### config.mk
export PLATFORM = sky130hd
export DESIGN_NAME = freq_tacho_unit
export DESIGN_NICKNAME = d
export VERILOG_FILES = /design/src/logic/tach_pkg.sv /design/src/logic/freq_tacho_unit.sv
export SDC_FILE = /design/constraint.sdc
export NUM_CORES = 2
export LEC_CHECK = 0
export BUFFER_PORTS_ARGS = -buffer_cell sky130_fd_sc_hd__buf_2
export CAP_MARGIN = 30
export CORE_UTILIZATION = 45
export CTS_BUF_LIST = sky130_fd_sc_hd__clkbuf_2
export DETAILED_ROUTE_END_ITERATION = 8
export GPL_TIMING_DRIVEN = 0
export PLACE_DENSITY_LB_ADDON = 0.05
export SKIP_CTS_REPAIR_TIMING = 1
export SYNTH_ARGS = -nofsm -noshare
export SYNTH_HDL_FRONTEND = slang
export SYNTH_SLANG_ARGS = --single-unit
### constraint.sdc
create_clock -name clk_sys -period 12.05 [get_ports clk_sys]
set_input_delay 0.6025 -clock clk_sys [delete_from_list [all_inputs] [get_ports clk_sys]]
set_output_delay 0.6025 -clock clk_sys [all_outputs]
set_load 0.01 [all_outputs]
### src/logic/tach_pkg.sv
package tach_pkg;
	localparam int unsigned CLK_HZ = 100_000_000;
	localparam int unsigned TICK_MS = 1;
	localparam int unsigned MS_CYC = CLK_HZ / 1000 * TICK_MS;
	localparam logic [4:0] RST_MIN_MS = 5'h02;
	localparam int unsigned WIN_UNIT_MS = 100;
	localparam int unsigned TOUT_UNIT_MS = 1000;
	localparam logic [47:0] PERIOD_NUM = 48'h0000_05f5_e100;
	localparam logic [47:0] COUNT_NUM = 48'h0000_0000_000a;
	localparam logic [19:0] DISP_MAX = 20'hf423f;
	localparam int unsigned BAUD_BASE = 1200;
	localparam logic [7:0] ADDR_MAX = 8'hf7;
	localparam logic [2:0] M_PERIOD = 3'h0;
	localparam logic [2:0] M_COUNT = 3'h1;
	localparam logic [1:0] F_LATCH = 2'h0;
	localparam logic [1:0] F_HYST = 2'h1;
	localparam logic [1:0] F_ALARM = 2'h2;
	localparam logic [1:0] A_HIGH = 2'h0;
	localparam logic [1:0] A_DEVHI = 2'h1;
	localparam logic [1:0] A_DEVLO = 2'h2;
	localparam logic [1:0] A_BAND = 2'h3;
	localparam logic [1:0] S_POWER = 2'h0;
	localparam logic [1:0] S_SP1 = 2'h1;
	localparam logic [1:0] S_SP2 = 2'h2;
	localparam logic [2:0] L_NONE = 3'h0;
	localparam logic [2:0] L_RST = 3'h1;
	localparam logic [2:0] L_BOTH = 3'h2;
	localparam logic [2:0] L_FULL = 3'h3;
	localparam logic [2:0] L_SP1 = 3'h4;
	localparam logic [2:0] L_SP2 = 3'h5;
	typedef enum logic [2:0] {
		D_IDLE = 3'b001,
		D_RUN = 3'b010,
		D_DONE = 3'b100
	} div_t;
endpackage

### src/logic/freq_tacho_unit.sv
`timescale 1ns/1ps
module freq_tacho_unit (
	// clock and reset
	input wire logic clk_sys,
	input wire logic arst_n,
	// pins: input_a, manual reset, pause
	input wire logic input_a,
	input wire logic reset_in,
	input wire logic pause_in,
	// measurement settings
	input wire logic [2:0] method,
	input wire logic [4:0] debounce_ms,
	input wire logic [3:0] timeout_s,
	input wire logic [9:0] window_ds,
	input wire logic [16:0] multiplier,
	input wire logic [11:0] divisor,
	// output settings
	input wire logic [19:0] setpoint_one,
	input wire logic [19:0] setpoint_two,
	input wire logic [1:0] out1_func,
	input wire logic [1:0] alarm_type,
	input wire logic out2_hyst_mode,
	input wire logic [19:0] hyst1,
	input wire logic [19:0] hyst2,
	input wire logic pol1,
	input wire logic pol2,
	input wire logic [13:0] pulse1_ms,
	input wire logic [13:0] pulse2_ms,
	input wire logic [1:0] start_ctl,
	input wire logic [2:0] dp_code,
	// serial and panel settings
	input wire logic [7:0] slave_addr,
	input wire logic [7:0] rx_addr,
	input wire logic rx_addr_valid,
	input wire logic rtu_mode,
	input wire logic [1:0] parity_mode,
	input wire logic [2:0] baud_code,
	input wire logic two_stop,
	input wire logic [2:0] lock_code,
	input wire logic btn_reset,
	input wire logic btn_setpoint_one,
	input wire logic btn_setpoint_two,
	input wire logic [15:0] password,
	input wire logic [15:0] pwd_entry,
	input wire logic pwd_try,
	// results
	output logic [19:0] value_r,
	output logic value_valid_r,
	output logic out1_pin_r,
	output logic out2_pin_r,
	output logic [3:0] dp_r,
	output logic addr_hit_r,
	output logic baud_tick_r,
	output logic [3:0] frame_bits_r,
	output logic rst_grant_r,
	output logic setpoint_one_grant_r,
	output logic setpoint_two_grant_r,
	output logic prog_access_r
);
	logic ms_tick_r;
	logic [16:0] ms_cnt_r;
	logic [2:0] sync_r [3];
	logic [2:0] filt_r;
	logic [2:0] filt_d_r;
	logic [4:0] deb_r [3];
	logic a_rise;
	logic rst_rise;
	logic [31:0] per_r;
	logic armed_r;
	logic [16:0] win_r;
	logic [31:0] cnt_r;
	logic [13:0] tout_r;
	logic [47:0] num_r;
	logic [47:0] den_r;
	logic [47:0] quo_r;
	logic [47:0] rem_r;
	logic [5:0] bit_r;
	logic go;
	logic [47:0] go_num;
	logic [47:0] go_den;
	logic [48:0] trial;
	tach_pkg::div_t div_r;
	logic ctl_r;
	logic act1_r;
	logic act2_r;
	logic act1_d_r;
	logic act2_d_r;
	logic [13:0] pt1_r;
	logic [13:0] pt2_r;
	logic [20:0] v;
	logic [20:0] s1;
	logic [20:0] s2;
	logic alarm;
	logic [31:0] baud_r;

	// one millisecond tick drives every slow timer
	always_ff @(posedge clk_sys or negedge arst_n)
	begin
		if (!arst_n)
			ms_cnt_r <= '0;
		else if (ms_cnt_r == 17'(tach_pkg::MS_CYC - 1))
			ms_cnt_r <= '0;
		else
			ms_cnt_r <= ms_cnt_r + 17'h1;
	end
	always_ff @(posedge clk_sys or negedge arst_n)
	begin
		if (!arst_n)
			ms_tick_r <= 1'b0;
		else
			ms_tick_r <= (ms_cnt_r == 17'(tach_pkg::MS_CYC - 1));
	end

	// three-stage sync, then a ms-based debounce per pin
	for (genvar i = 0; i < 3; i++)
	begin : g_in
		logic pin;
		logic [4:0] lim;
		assign pin = (i == 0) ? input_a : (i == 1) ? reset_in : pause_in;
		// control pins never drop below the 2 ms floor
		assign lim = (i != 0 && debounce_ms < tach_pkg::RST_MIN_MS) ?
			tach_pkg::RST_MIN_MS : debounce_ms;
		always_ff @(posedge clk_sys or negedge arst_n)
		begin
			if (!arst_n)
				sync_r[i] <= '0;
			else
				sync_r[i] <= {sync_r[i][1:0], pin};
		end
		always_ff @(posedge clk_sys or negedge arst_n)
		begin
			if (!arst_n)
			begin
				filt_r[i] <= 1'b0;
				deb_r[i] <= '0;
			end
			else if (sync_r[i][1] != sync_r[i][2] || sync_r[i][2] == filt_r[i])
				deb_r[i] <= '0;
			else if (lim == 5'h00 || deb_r[i] >= lim)
			begin
				filt_r[i] <= sync_r[i][2];
				deb_r[i] <= '0;
			end
			else if (ms_tick_r)
				deb_r[i] <= deb_r[i] + 5'h1;
		end
	end
	always_ff @(posedge clk_sys or negedge arst_n)
	begin
		if (!arst_n)
			filt_d_r <= '0;
		else
			filt_d_r <= filt_r;
	end
	assign a_rise = filt_r[0] & ~filt_d_r[0];
	assign rst_rise = filt_r[1] & ~filt_d_r[1];

	// period timing between rising edges
	always_ff @(posedge clk_sys or negedge arst_n)
	begin
		if (!arst_n)
		begin
			per_r <= '0;
			armed_r <= 1'b0;
		end
		else if (a_rise)
		begin
			per_r <= 32'h1;
			armed_r <= 1'b1;
		end
		else if (per_r != 32'hffff_ffff)
			per_r <= per_r + 32'h1;
	end

	// counting window; pulses only counted while it runs
	always_ff @(posedge clk_sys or negedge arst_n)
	begin
		if (!arst_n)
		begin
			win_r <= '0;
			cnt_r <= '0;
		end
		else if (method != tach_pkg::M_COUNT || win_r == '0)
		begin
			win_r <= 17'(window_ds * tach_pkg::WIN_UNIT_MS);
			cnt_r <= '0;
		end
		else
		begin
			if (ms_tick_r)
				win_r <= win_r - 17'h1;
			if (a_rise)
				cnt_r <= cnt_r + 32'h1;
		end
	end

	// start the divider: freq scaled by multiplier over divisor
	always_comb
	begin
		go = 1'b0;
		go_num = tach_pkg::PERIOD_NUM * 48'(multiplier);
		go_den = 48'(per_r) * 48'(divisor);
		if (method == tach_pkg::M_PERIOD)
			go = a_rise && armed_r;
		else if (method == tach_pkg::M_COUNT)
		begin
			go = ms_tick_r && win_r == 17'h1 && window_ds != '0;
			go_num = tach_pkg::COUNT_NUM * 48'(cnt_r) * 48'(multiplier);
			go_den = 48'(window_ds) * 48'(divisor);
		end
	end

	// restoring divider, one quotient bit per cycle
	assign trial = {rem_r, quo_r[47]} - {1'b0, den_r};
	always_ff @(posedge clk_sys or negedge arst_n)
	begin
		if (!arst_n)
		begin
			div_r <= tach_pkg::D_IDLE;
			num_r <= '0;
			den_r <= '0;
			quo_r <= '0;
			rem_r <= '0;
			bit_r <= '0;
		end
		else
		begin
			unique case (div_r)
				tach_pkg::D_IDLE:
					if (go && !filt_r[2] && go_den != '0)
					begin
						den_r <= go_den;
						quo_r <= go_num;
						rem_r <= '0;
						bit_r <= 6'h30;
						div_r <= tach_pkg::D_RUN;
					end
				tach_pkg::D_RUN:
				begin
					if (!trial[48])
					begin
						rem_r <= trial[47:0];
						quo_r <= {quo_r[46:0], 1'b1};
					end
					else
					begin
						rem_r <= {rem_r[46:0], quo_r[47]};
						quo_r <= {quo_r[46:0], 1'b0};
					end
					bit_r <= bit_r - 6'h1;
					if (bit_r == 6'h1)
						div_r <= tach_pkg::D_DONE;
				end
				tach_pkg::D_DONE:
				begin
					num_r <= quo_r;
					div_r <= tach_pkg::D_IDLE;
				end
			endcase
		end
	end

	// displayed value, clamped to six digits; pause blocks divider starts, but the time-out still clears the value
	always_ff @(posedge clk_sys or negedge arst_n)
	begin
		if (!arst_n)
		begin
			value_r <= '0;
			value_valid_r <= 1'b0;
			tout_r <= '0;
		end
		else if (a_rise)
			tout_r <= '0;
		else if (timeout_s != '0 && tout_r >= 14'(timeout_s * tach_pkg::TOUT_UNIT_MS))
		begin
			value_r <= '0;
			value_valid_r <= 1'b0;
		end
		else
		begin
			if (ms_tick_r)
				tout_r <= tout_r + 14'h1;
			if (div_r == tach_pkg::D_DONE)
			begin
				value_r <= (quo_r > 48'(tach_pkg::DISP_MAX)) ? tach_pkg::DISP_MAX : quo_r[19:0];
				value_valid_r <= 1'b1;
			end
		end
	end

	// set-value comparisons
	assign v = {1'b0, value_r};
	assign s1 = {1'b0, setpoint_one};
	assign s2 = {1'b0, setpoint_two};
	always_comb
	begin
		unique case (alarm_type)
			tach_pkg::A_HIGH: alarm = v >= s1;
			tach_pkg::A_DEVHI: alarm = v >= s2 + s1;
			tach_pkg::A_DEVLO: alarm = v + s1 <= s2;
			tach_pkg::A_BAND: alarm = v >= s2 + s1 || v + s1 <= s2;
		endcase
	end

	always_ff @(posedge clk_sys or negedge arst_n)
	begin
		if (!arst_n)
			ctl_r <= 1'b0;
		else if (start_ctl == tach_pkg::S_POWER)
			ctl_r <= 1'b1;
		else if ((start_ctl == tach_pkg::S_SP1 && v >= s1) ||
			(start_ctl == tach_pkg::S_SP2 && v >= s2))
			ctl_r <= 1'b1;
	end

	// output one activity
	always_ff @(posedge clk_sys or negedge arst_n)
	begin
		if (!arst_n)
			act1_r <= 1'b0;
		else if (!ctl_r)
			act1_r <= 1'b0;
		else if (out1_func == tach_pkg::F_ALARM)
			act1_r <= alarm;
		else if (out1_func == tach_pkg::F_HYST)
			act1_r <= (v >= s1) || (act1_r && v + 21'(hyst1) >= s1);
		else if (v >= s1)
			act1_r <= 1'b1;
		else if (rst_rise)
			act1_r <= 1'b0;
	end

	// output two activity
	always_ff @(posedge clk_sys or negedge arst_n)
	begin
		if (!arst_n)
			act2_r <= 1'b0;
		else if (!ctl_r)
			act2_r <= 1'b0;
		else if (out2_hyst_mode)
			act2_r <= (v >= s2) || (act2_r && v + 21'(hyst2) >= s2);
		else if (v >= s2)
			act2_r <= 1'b1;
		else if (rst_rise)
			act2_r <= 1'b0;
	end

	// pulse-time windows from the activation edge
	always_ff @(posedge clk_sys or negedge arst_n)
	begin
		if (!arst_n)
		begin
			act1_d_r <= 1'b0;
			act2_d_r <= 1'b0;
			pt1_r <= '0;
			pt2_r <= '0;
		end
		else
		begin
			act1_d_r <= act1_r;
			act2_d_r <= act2_r;
			if (act1_r && !act1_d_r)
				pt1_r <= pulse1_ms;
			else if (ms_tick_r && pt1_r != '0)
				pt1_r <= pt1_r - 14'h1;
			if (act2_r && !act2_d_r)
				pt2_r <= pulse2_ms;
			else if (ms_tick_r && pt2_r != '0)
				pt2_r <= pt2_r - 14'h1;
		end
	end
	// pin is energise xor rest polarity
	always_ff @(posedge clk_sys or negedge arst_n)
	begin
		if (!arst_n)
		begin
			out1_pin_r <= 1'b0;
			out2_pin_r <= 1'b0;
		end
		else
		begin
			out1_pin_r <= pol1 ^ (act1_r && (pulse1_ms == '0 || pt1_r != '0));
			out2_pin_r <= pol2 ^ (act2_r && (pulse2_ms == '0 || pt2_r != '0));
		end
	end

	// display point, serial framing, panel lock, password
	always_ff @(posedge clk_sys or negedge arst_n)
	begin
		if (!arst_n)
		begin
			dp_r <= '0;
			addr_hit_r <= 1'b0;
			frame_bits_r <= '0;
			rst_grant_r <= 1'b0;
			setpoint_one_grant_r <= 1'b0;
			setpoint_two_grant_r <= 1'b0;
		end
		else
		begin
			dp_r <= (dp_code == 3'h0 || dp_code > 3'h4) ? 4'h0 : 4'(4'h1 << (dp_code - 3'h1));
			addr_hit_r <= rx_addr_valid && rx_addr == slave_addr &&
				slave_addr != 8'h00 && slave_addr <= tach_pkg::ADDR_MAX;
			frame_bits_r <= 4'h1 + (rtu_mode ? 4'h8 : 4'h7) +
				4'(parity_mode != 2'h0) + (two_stop ? 4'h2 : 4'h1);
			rst_grant_r <= btn_reset && lock_code != tach_pkg::L_RST &&
				lock_code != tach_pkg::L_FULL;
			setpoint_one_grant_r <= btn_setpoint_one && !(lock_code inside
				{tach_pkg::L_BOTH, tach_pkg::L_FULL, tach_pkg::L_SP1});
			setpoint_two_grant_r <= btn_setpoint_two && !(lock_code inside
				{tach_pkg::L_BOTH, tach_pkg::L_FULL, tach_pkg::L_SP2});
		end
	end
	always_ff @(posedge clk_sys or negedge arst_n)
	begin
		if (!arst_n)
			prog_access_r <= 1'b0;
		else if (password == '0)
			prog_access_r <= 1'b1;
		else if (pwd_try)
			prog_access_r <= (pwd_entry == password);
	end
	// bit-rate enable: codes above 4 fall back to the slowest rate
	always_ff @(posedge clk_sys or negedge arst_n)
	begin
		if (!arst_n)
		begin
			baud_r <= '0;
			baud_tick_r <= 1'b0;
		end
		else
		begin
			baud_tick_r <= 1'b0;
			if (baud_r == '0)
			begin
				baud_r <= 32'(tach_pkg::CLK_HZ /
					(tach_pkg::BAUD_BASE << ((baud_code > 3'h4) ? 3'h0 : baud_code))) - 32'h1;
				baud_tick_r <= 1'b1;
			end
			else
				baud_r <= baud_r - 32'h1;
		end
	end

	chk_tick_period: assert property (@(posedge clk_sys) disable iff (!arst_n)
		ms_tick_r |=> !ms_tick_r [*8]) else $error("ms tick too frequent");
	chk_timeout_clear: assert property (@(posedge clk_sys) disable iff (!arst_n)
		(timeout_s != '0 && tout_r >= 14'(timeout_s * 1000) && !a_rise) |=> value_r == '0)
		else $error("time-out did not clear");
	chk_window_count: assert property (@(posedge clk_sys) disable iff (!arst_n)
		(method == tach_pkg::M_COUNT && win_r == '0) |=> cnt_r == '0)
		else $error("count outside window");
	chk_latch_hold: assert property (@(posedge clk_sys) disable iff (!arst_n)
		(act2_r && !out2_hyst_mode && ctl_r && !rst_rise) |=> act2_r)
		else $error("latched output dropped");
	chk_pulse_end: assert property (@(posedge clk_sys) disable iff (!arst_n)
		(act1_r && pulse1_ms != '0 && pt1_r == '0 && act1_d_r) |=> out1_pin_r == pol1)
		else $error("pulse time overrun");
	chk_rest_pol: assert property (@(posedge clk_sys) disable iff (!arst_n)
		!act2_r && !act2_d_r |=> out2_pin_r == $past(pol2))
		else $error("rest polarity wrong");
	chk_addr_match: assert property (@(posedge clk_sys) disable iff (!arst_n)
		(rx_addr_valid && rx_addr != slave_addr) |=> !addr_hit_r)
		else $error("foreign address answered");
	chk_div_len: assert property (@(posedge clk_sys) disable iff (!arst_n)
		$rose(div_r == tach_pkg::D_RUN) |-> ##48 div_r == tach_pkg::D_DONE)
		else $error("divider length wrong");
	chk_lock_full: assert property (@(posedge clk_sys) disable iff (!arst_n)
		lock_code == tach_pkg::L_FULL |=> !rst_grant_r && !setpoint_one_grant_r)
		else $error("full lock leaked");
	cov_value: cover property (@(posedge clk_sys) disable iff (!arst_n)
		div_r == tach_pkg::D_DONE && method == tach_pkg::M_COUNT);
	cov_alarm: cover property (@(posedge clk_sys) disable iff (!arst_n)
		out1_func == tach_pkg::F_ALARM && $rose(act1_r));
	cov_reset: cover property (@(posedge clk_sys) disable iff (!arst_n)
		rst_rise && act1_r ##1 !act1_r);
endmodule

==> qor.txt <==
Area share of the largest cell type after synthesis: 0.246
Vias per cell: 5.56
Least-Margin Pin Slew: 1.20 ns
Critical Path Start Type: input pin
Chip Height: 427 um
Die X: 427 um
CTS tree: built
Routed vias: 73457
Area grow syn2layout: 18.4%
Initial antenna violation count: 21
ANT nets after route: 0
Failing checks: setup timing
CP Capture Type: flop
Tcrit/Tclk final: 3.16
Final WS setup: -26.03 ns
Clock tree sinks: 394
Post-Layout Cell Count: 13201
DRC errors left: 0
Final wirelength: 283000 um
Placer Congestion: 0.944
Post-synth EDFFs: 0
Largest net degree at the start of global routing: 108
Worst path required time: 13.45 ns
Count of pins over their slew limit: 0
Number of global-route vias before repair: 73163
Fin crit period: 38.08 ns
Hpwl dp: 224000 um
Gr ovfl total: 0
Max Fclk: 26.3 MHz
Setup violators final: 32
DRT iter0 DRCs: 5195
Netlist Area Pre-Place: 81200 um^2
Total GRT Usage: 0.301
DIE AREA: 182000 um^2
FILL cells: 16993
Cell variety after synth: 124
Unrepaired setup endpoints after global routing: yes
Synth top area cells: fa_1 (25%), ha_1 (15%), dfrtp_1 (12%)
PortBufs: 268
Worst stage delay on the critical path: 0.56 ns
Synth Warn #: 0
Wire per inst: 21.4 um
Fraction of registers with async set/reset: 1.00
Crit Path Max Fanout: 13
# IOs: 276
CTS Buf Count: 121
Synthesis-stage register bit count: 394
Crit path kind: in2reg
Slowest cell on the critical path: or4_4
First-pass GRT wire length: 426000 um
Cells after Synth: 9801
Run status: complete, but fails checks
Avg Cell Area, Syn: 8.29 um^2
Initial core utilization: 0.454
Critical path data arrival time: 39.49 ns
Clk slew on worst S/H paths: 0.10 ns
Pre-antenna DRT Iters: 6
Max Root-Sink Buffers: 3
Commonest non-fill, non-tap cell in the layout: inv_1
Main synth FF type: dfrtp_1
Final #Nets: 12908
Worst min path class: in2reg
H-tree levels: 3
Row cnt: 155
Post-Syn Nets: 11981
Final hold viol count: 0
Worst-Skew Late Latency: 1.68 ns
Cell taking the most area after synthesis: fa_1
Part of the Yosys area used for sequential elements: 0.121
Root Driver: clkbuf_2
Skew final: 0.234 ns
Max cap viols: 0
Placed Cells incl. Taps: 12455
Rel. slew slack: 0.201
Most frequent cells in the layout: inv_1 (1372), nand2_1 (1266), fa_1 (993), ha_1 (870), nor2_1 (571)
Core ar.: 179000 um^2
Share of cells above drive strength 1: 0.149
## registers in the layout, summed over array words and instances, names as in the netlist, 17 cells and up
register and flops:
quo_r 48, rem_r 48, den_r 44, baud_r 32
cnt_r 32, per_r 32, value_r 20, ms_cnt_r 17
win_r 17
## synth_stat cells, types with 23 or more instances
master    instances
mux2i_1          80
or3_1            59
fa_1            997
o211ai_1         46
a21oi_1         552
nand2b_1        104
a31oi_1          75
a211oi_1         50
ha_1            944
or2_2            23
nor4_1           64
and3_1           40
nand3_1         161
nor3_1          127
xor2_1          192
clkbuf_1        354
nor2_1          609
mux2_2           40
nor3b_1          24
o21bai_1        126
nor2b_1          88
buf_1            28
inv_1          1389
a21o_1          124
nand2_1        1303
nand4_1          79
and2_1          321
a221o_1          24
a21boi_0         52
o21a_1           57
xnor2_1         344
o21ai_0         466
dfrtp_1         393
o31ai_1          46
## worst max-delay path, delay by kind of cell
kind                     cells  cell delay (ns)
XOR/XNOR                     3             0.44
AO/OA/AOI/OAI               91            17.50
adder cells (fa/ha/maj)     25             6.33
AND/OR/NAND/NOR             53             8.26
buffers and inverters       29             4.18
multiplexers                 8             2.03
## cells by family (layout without fill, tap and decap cells)
logic type,after synthesis,in the layout,synth area share
other,1,20,0.0000462
adders and majority gates,1941,1941,0.391
muxes,122,122,0.0158
and+or+nand+nor,3116,3116,0.181
buffers and inverters,1801,2827,0.0839
AOI/OAI and AO/OA,1888,1888,0.148
xor gates and xnor gates,538,538,0.0582
DFF,394,394,0.121
## per-stage QoR
| step | setup slack [ns] | cell area (um^2) | hold slack, ns | setup TNS, ns | utilization |
|---|---|---|---|---|---|
| 4_1_cts | -33.02 | 88300 | -1.20 | -1233.25 | 0.494 |
| 5_1_grt | -27.18 | 96200 | -0.0155 | -857.55 | 0.538 |
| 3_5_place_dp | -34.64 | 87100 | 0.411 | -1347.81 | 0.487 |
| 3_3_place_gp | -35.50 | 86600 | 0.405 | -1382.43 | 0.484 |
| 6_report | -26.03 | 96200 | 0.0525 | -820.78 | 0.538 |
| 2_1_floorplan | -25.90 | 82300 | 0.307 | -813.76 | - |
## metal layers
layer | track usage | up-vias | wire, um
met5 | 0 | - | 89
met4 | 0.0998 | 10 | 10200
met3 | 0.0453 | 538 | 17000
met2 | 0.500 | 2266 | 133000
met1 | 0.401 | 36299 | 122000
li1 | - | 34344 | -
## worst paths after layout
| kind | from | end | slack, ns | cells after the start |
|---|---|---|---|---|
| min in group asynchronous | arst_n | ms_cnt_r[1] | 0.13 | 4 |
| setup reg to reg | cnt_r[2] | quo_r[46] | 0.21 | 58 |
| setup / recovery | baud_code[0] | baud_r[26] | -26.03 | 209 |
| max in group asynchronous | arst_n | cnt_r[28] | 10.57 | 5 |
| hold / removal | window_ds[9] | win_r[15] | 0.05 | 6 |
| hold reg to reg | act2_r | act2_d_r | 0.29 | 0 |
## cell type report
cell class / instances / area [um^2] / share of cell area
Clock inverter: 44 / 290 / 0.00302
Buffer: 392 / 2360 / 0.0246
Antenna cell: 19 / 47.5 / 0.000494
Multi-Input combinational cell: 7606 / 68300 / 0.709
Tap cell: 2355 / 2950 / 0.0306
Sequential cell: 394 / 9870 / 0.103
Timing Repair Buffer: 819 / 6290 / 0.0654
Clock buffer: 178 / 891 / 0.00926
Inverter: 1394 / 5250 / 0.0546
Power is left out: the tool's default activity adds up to more than one toggle a clock period on the data nets, which glitch-free logic cannot reach.
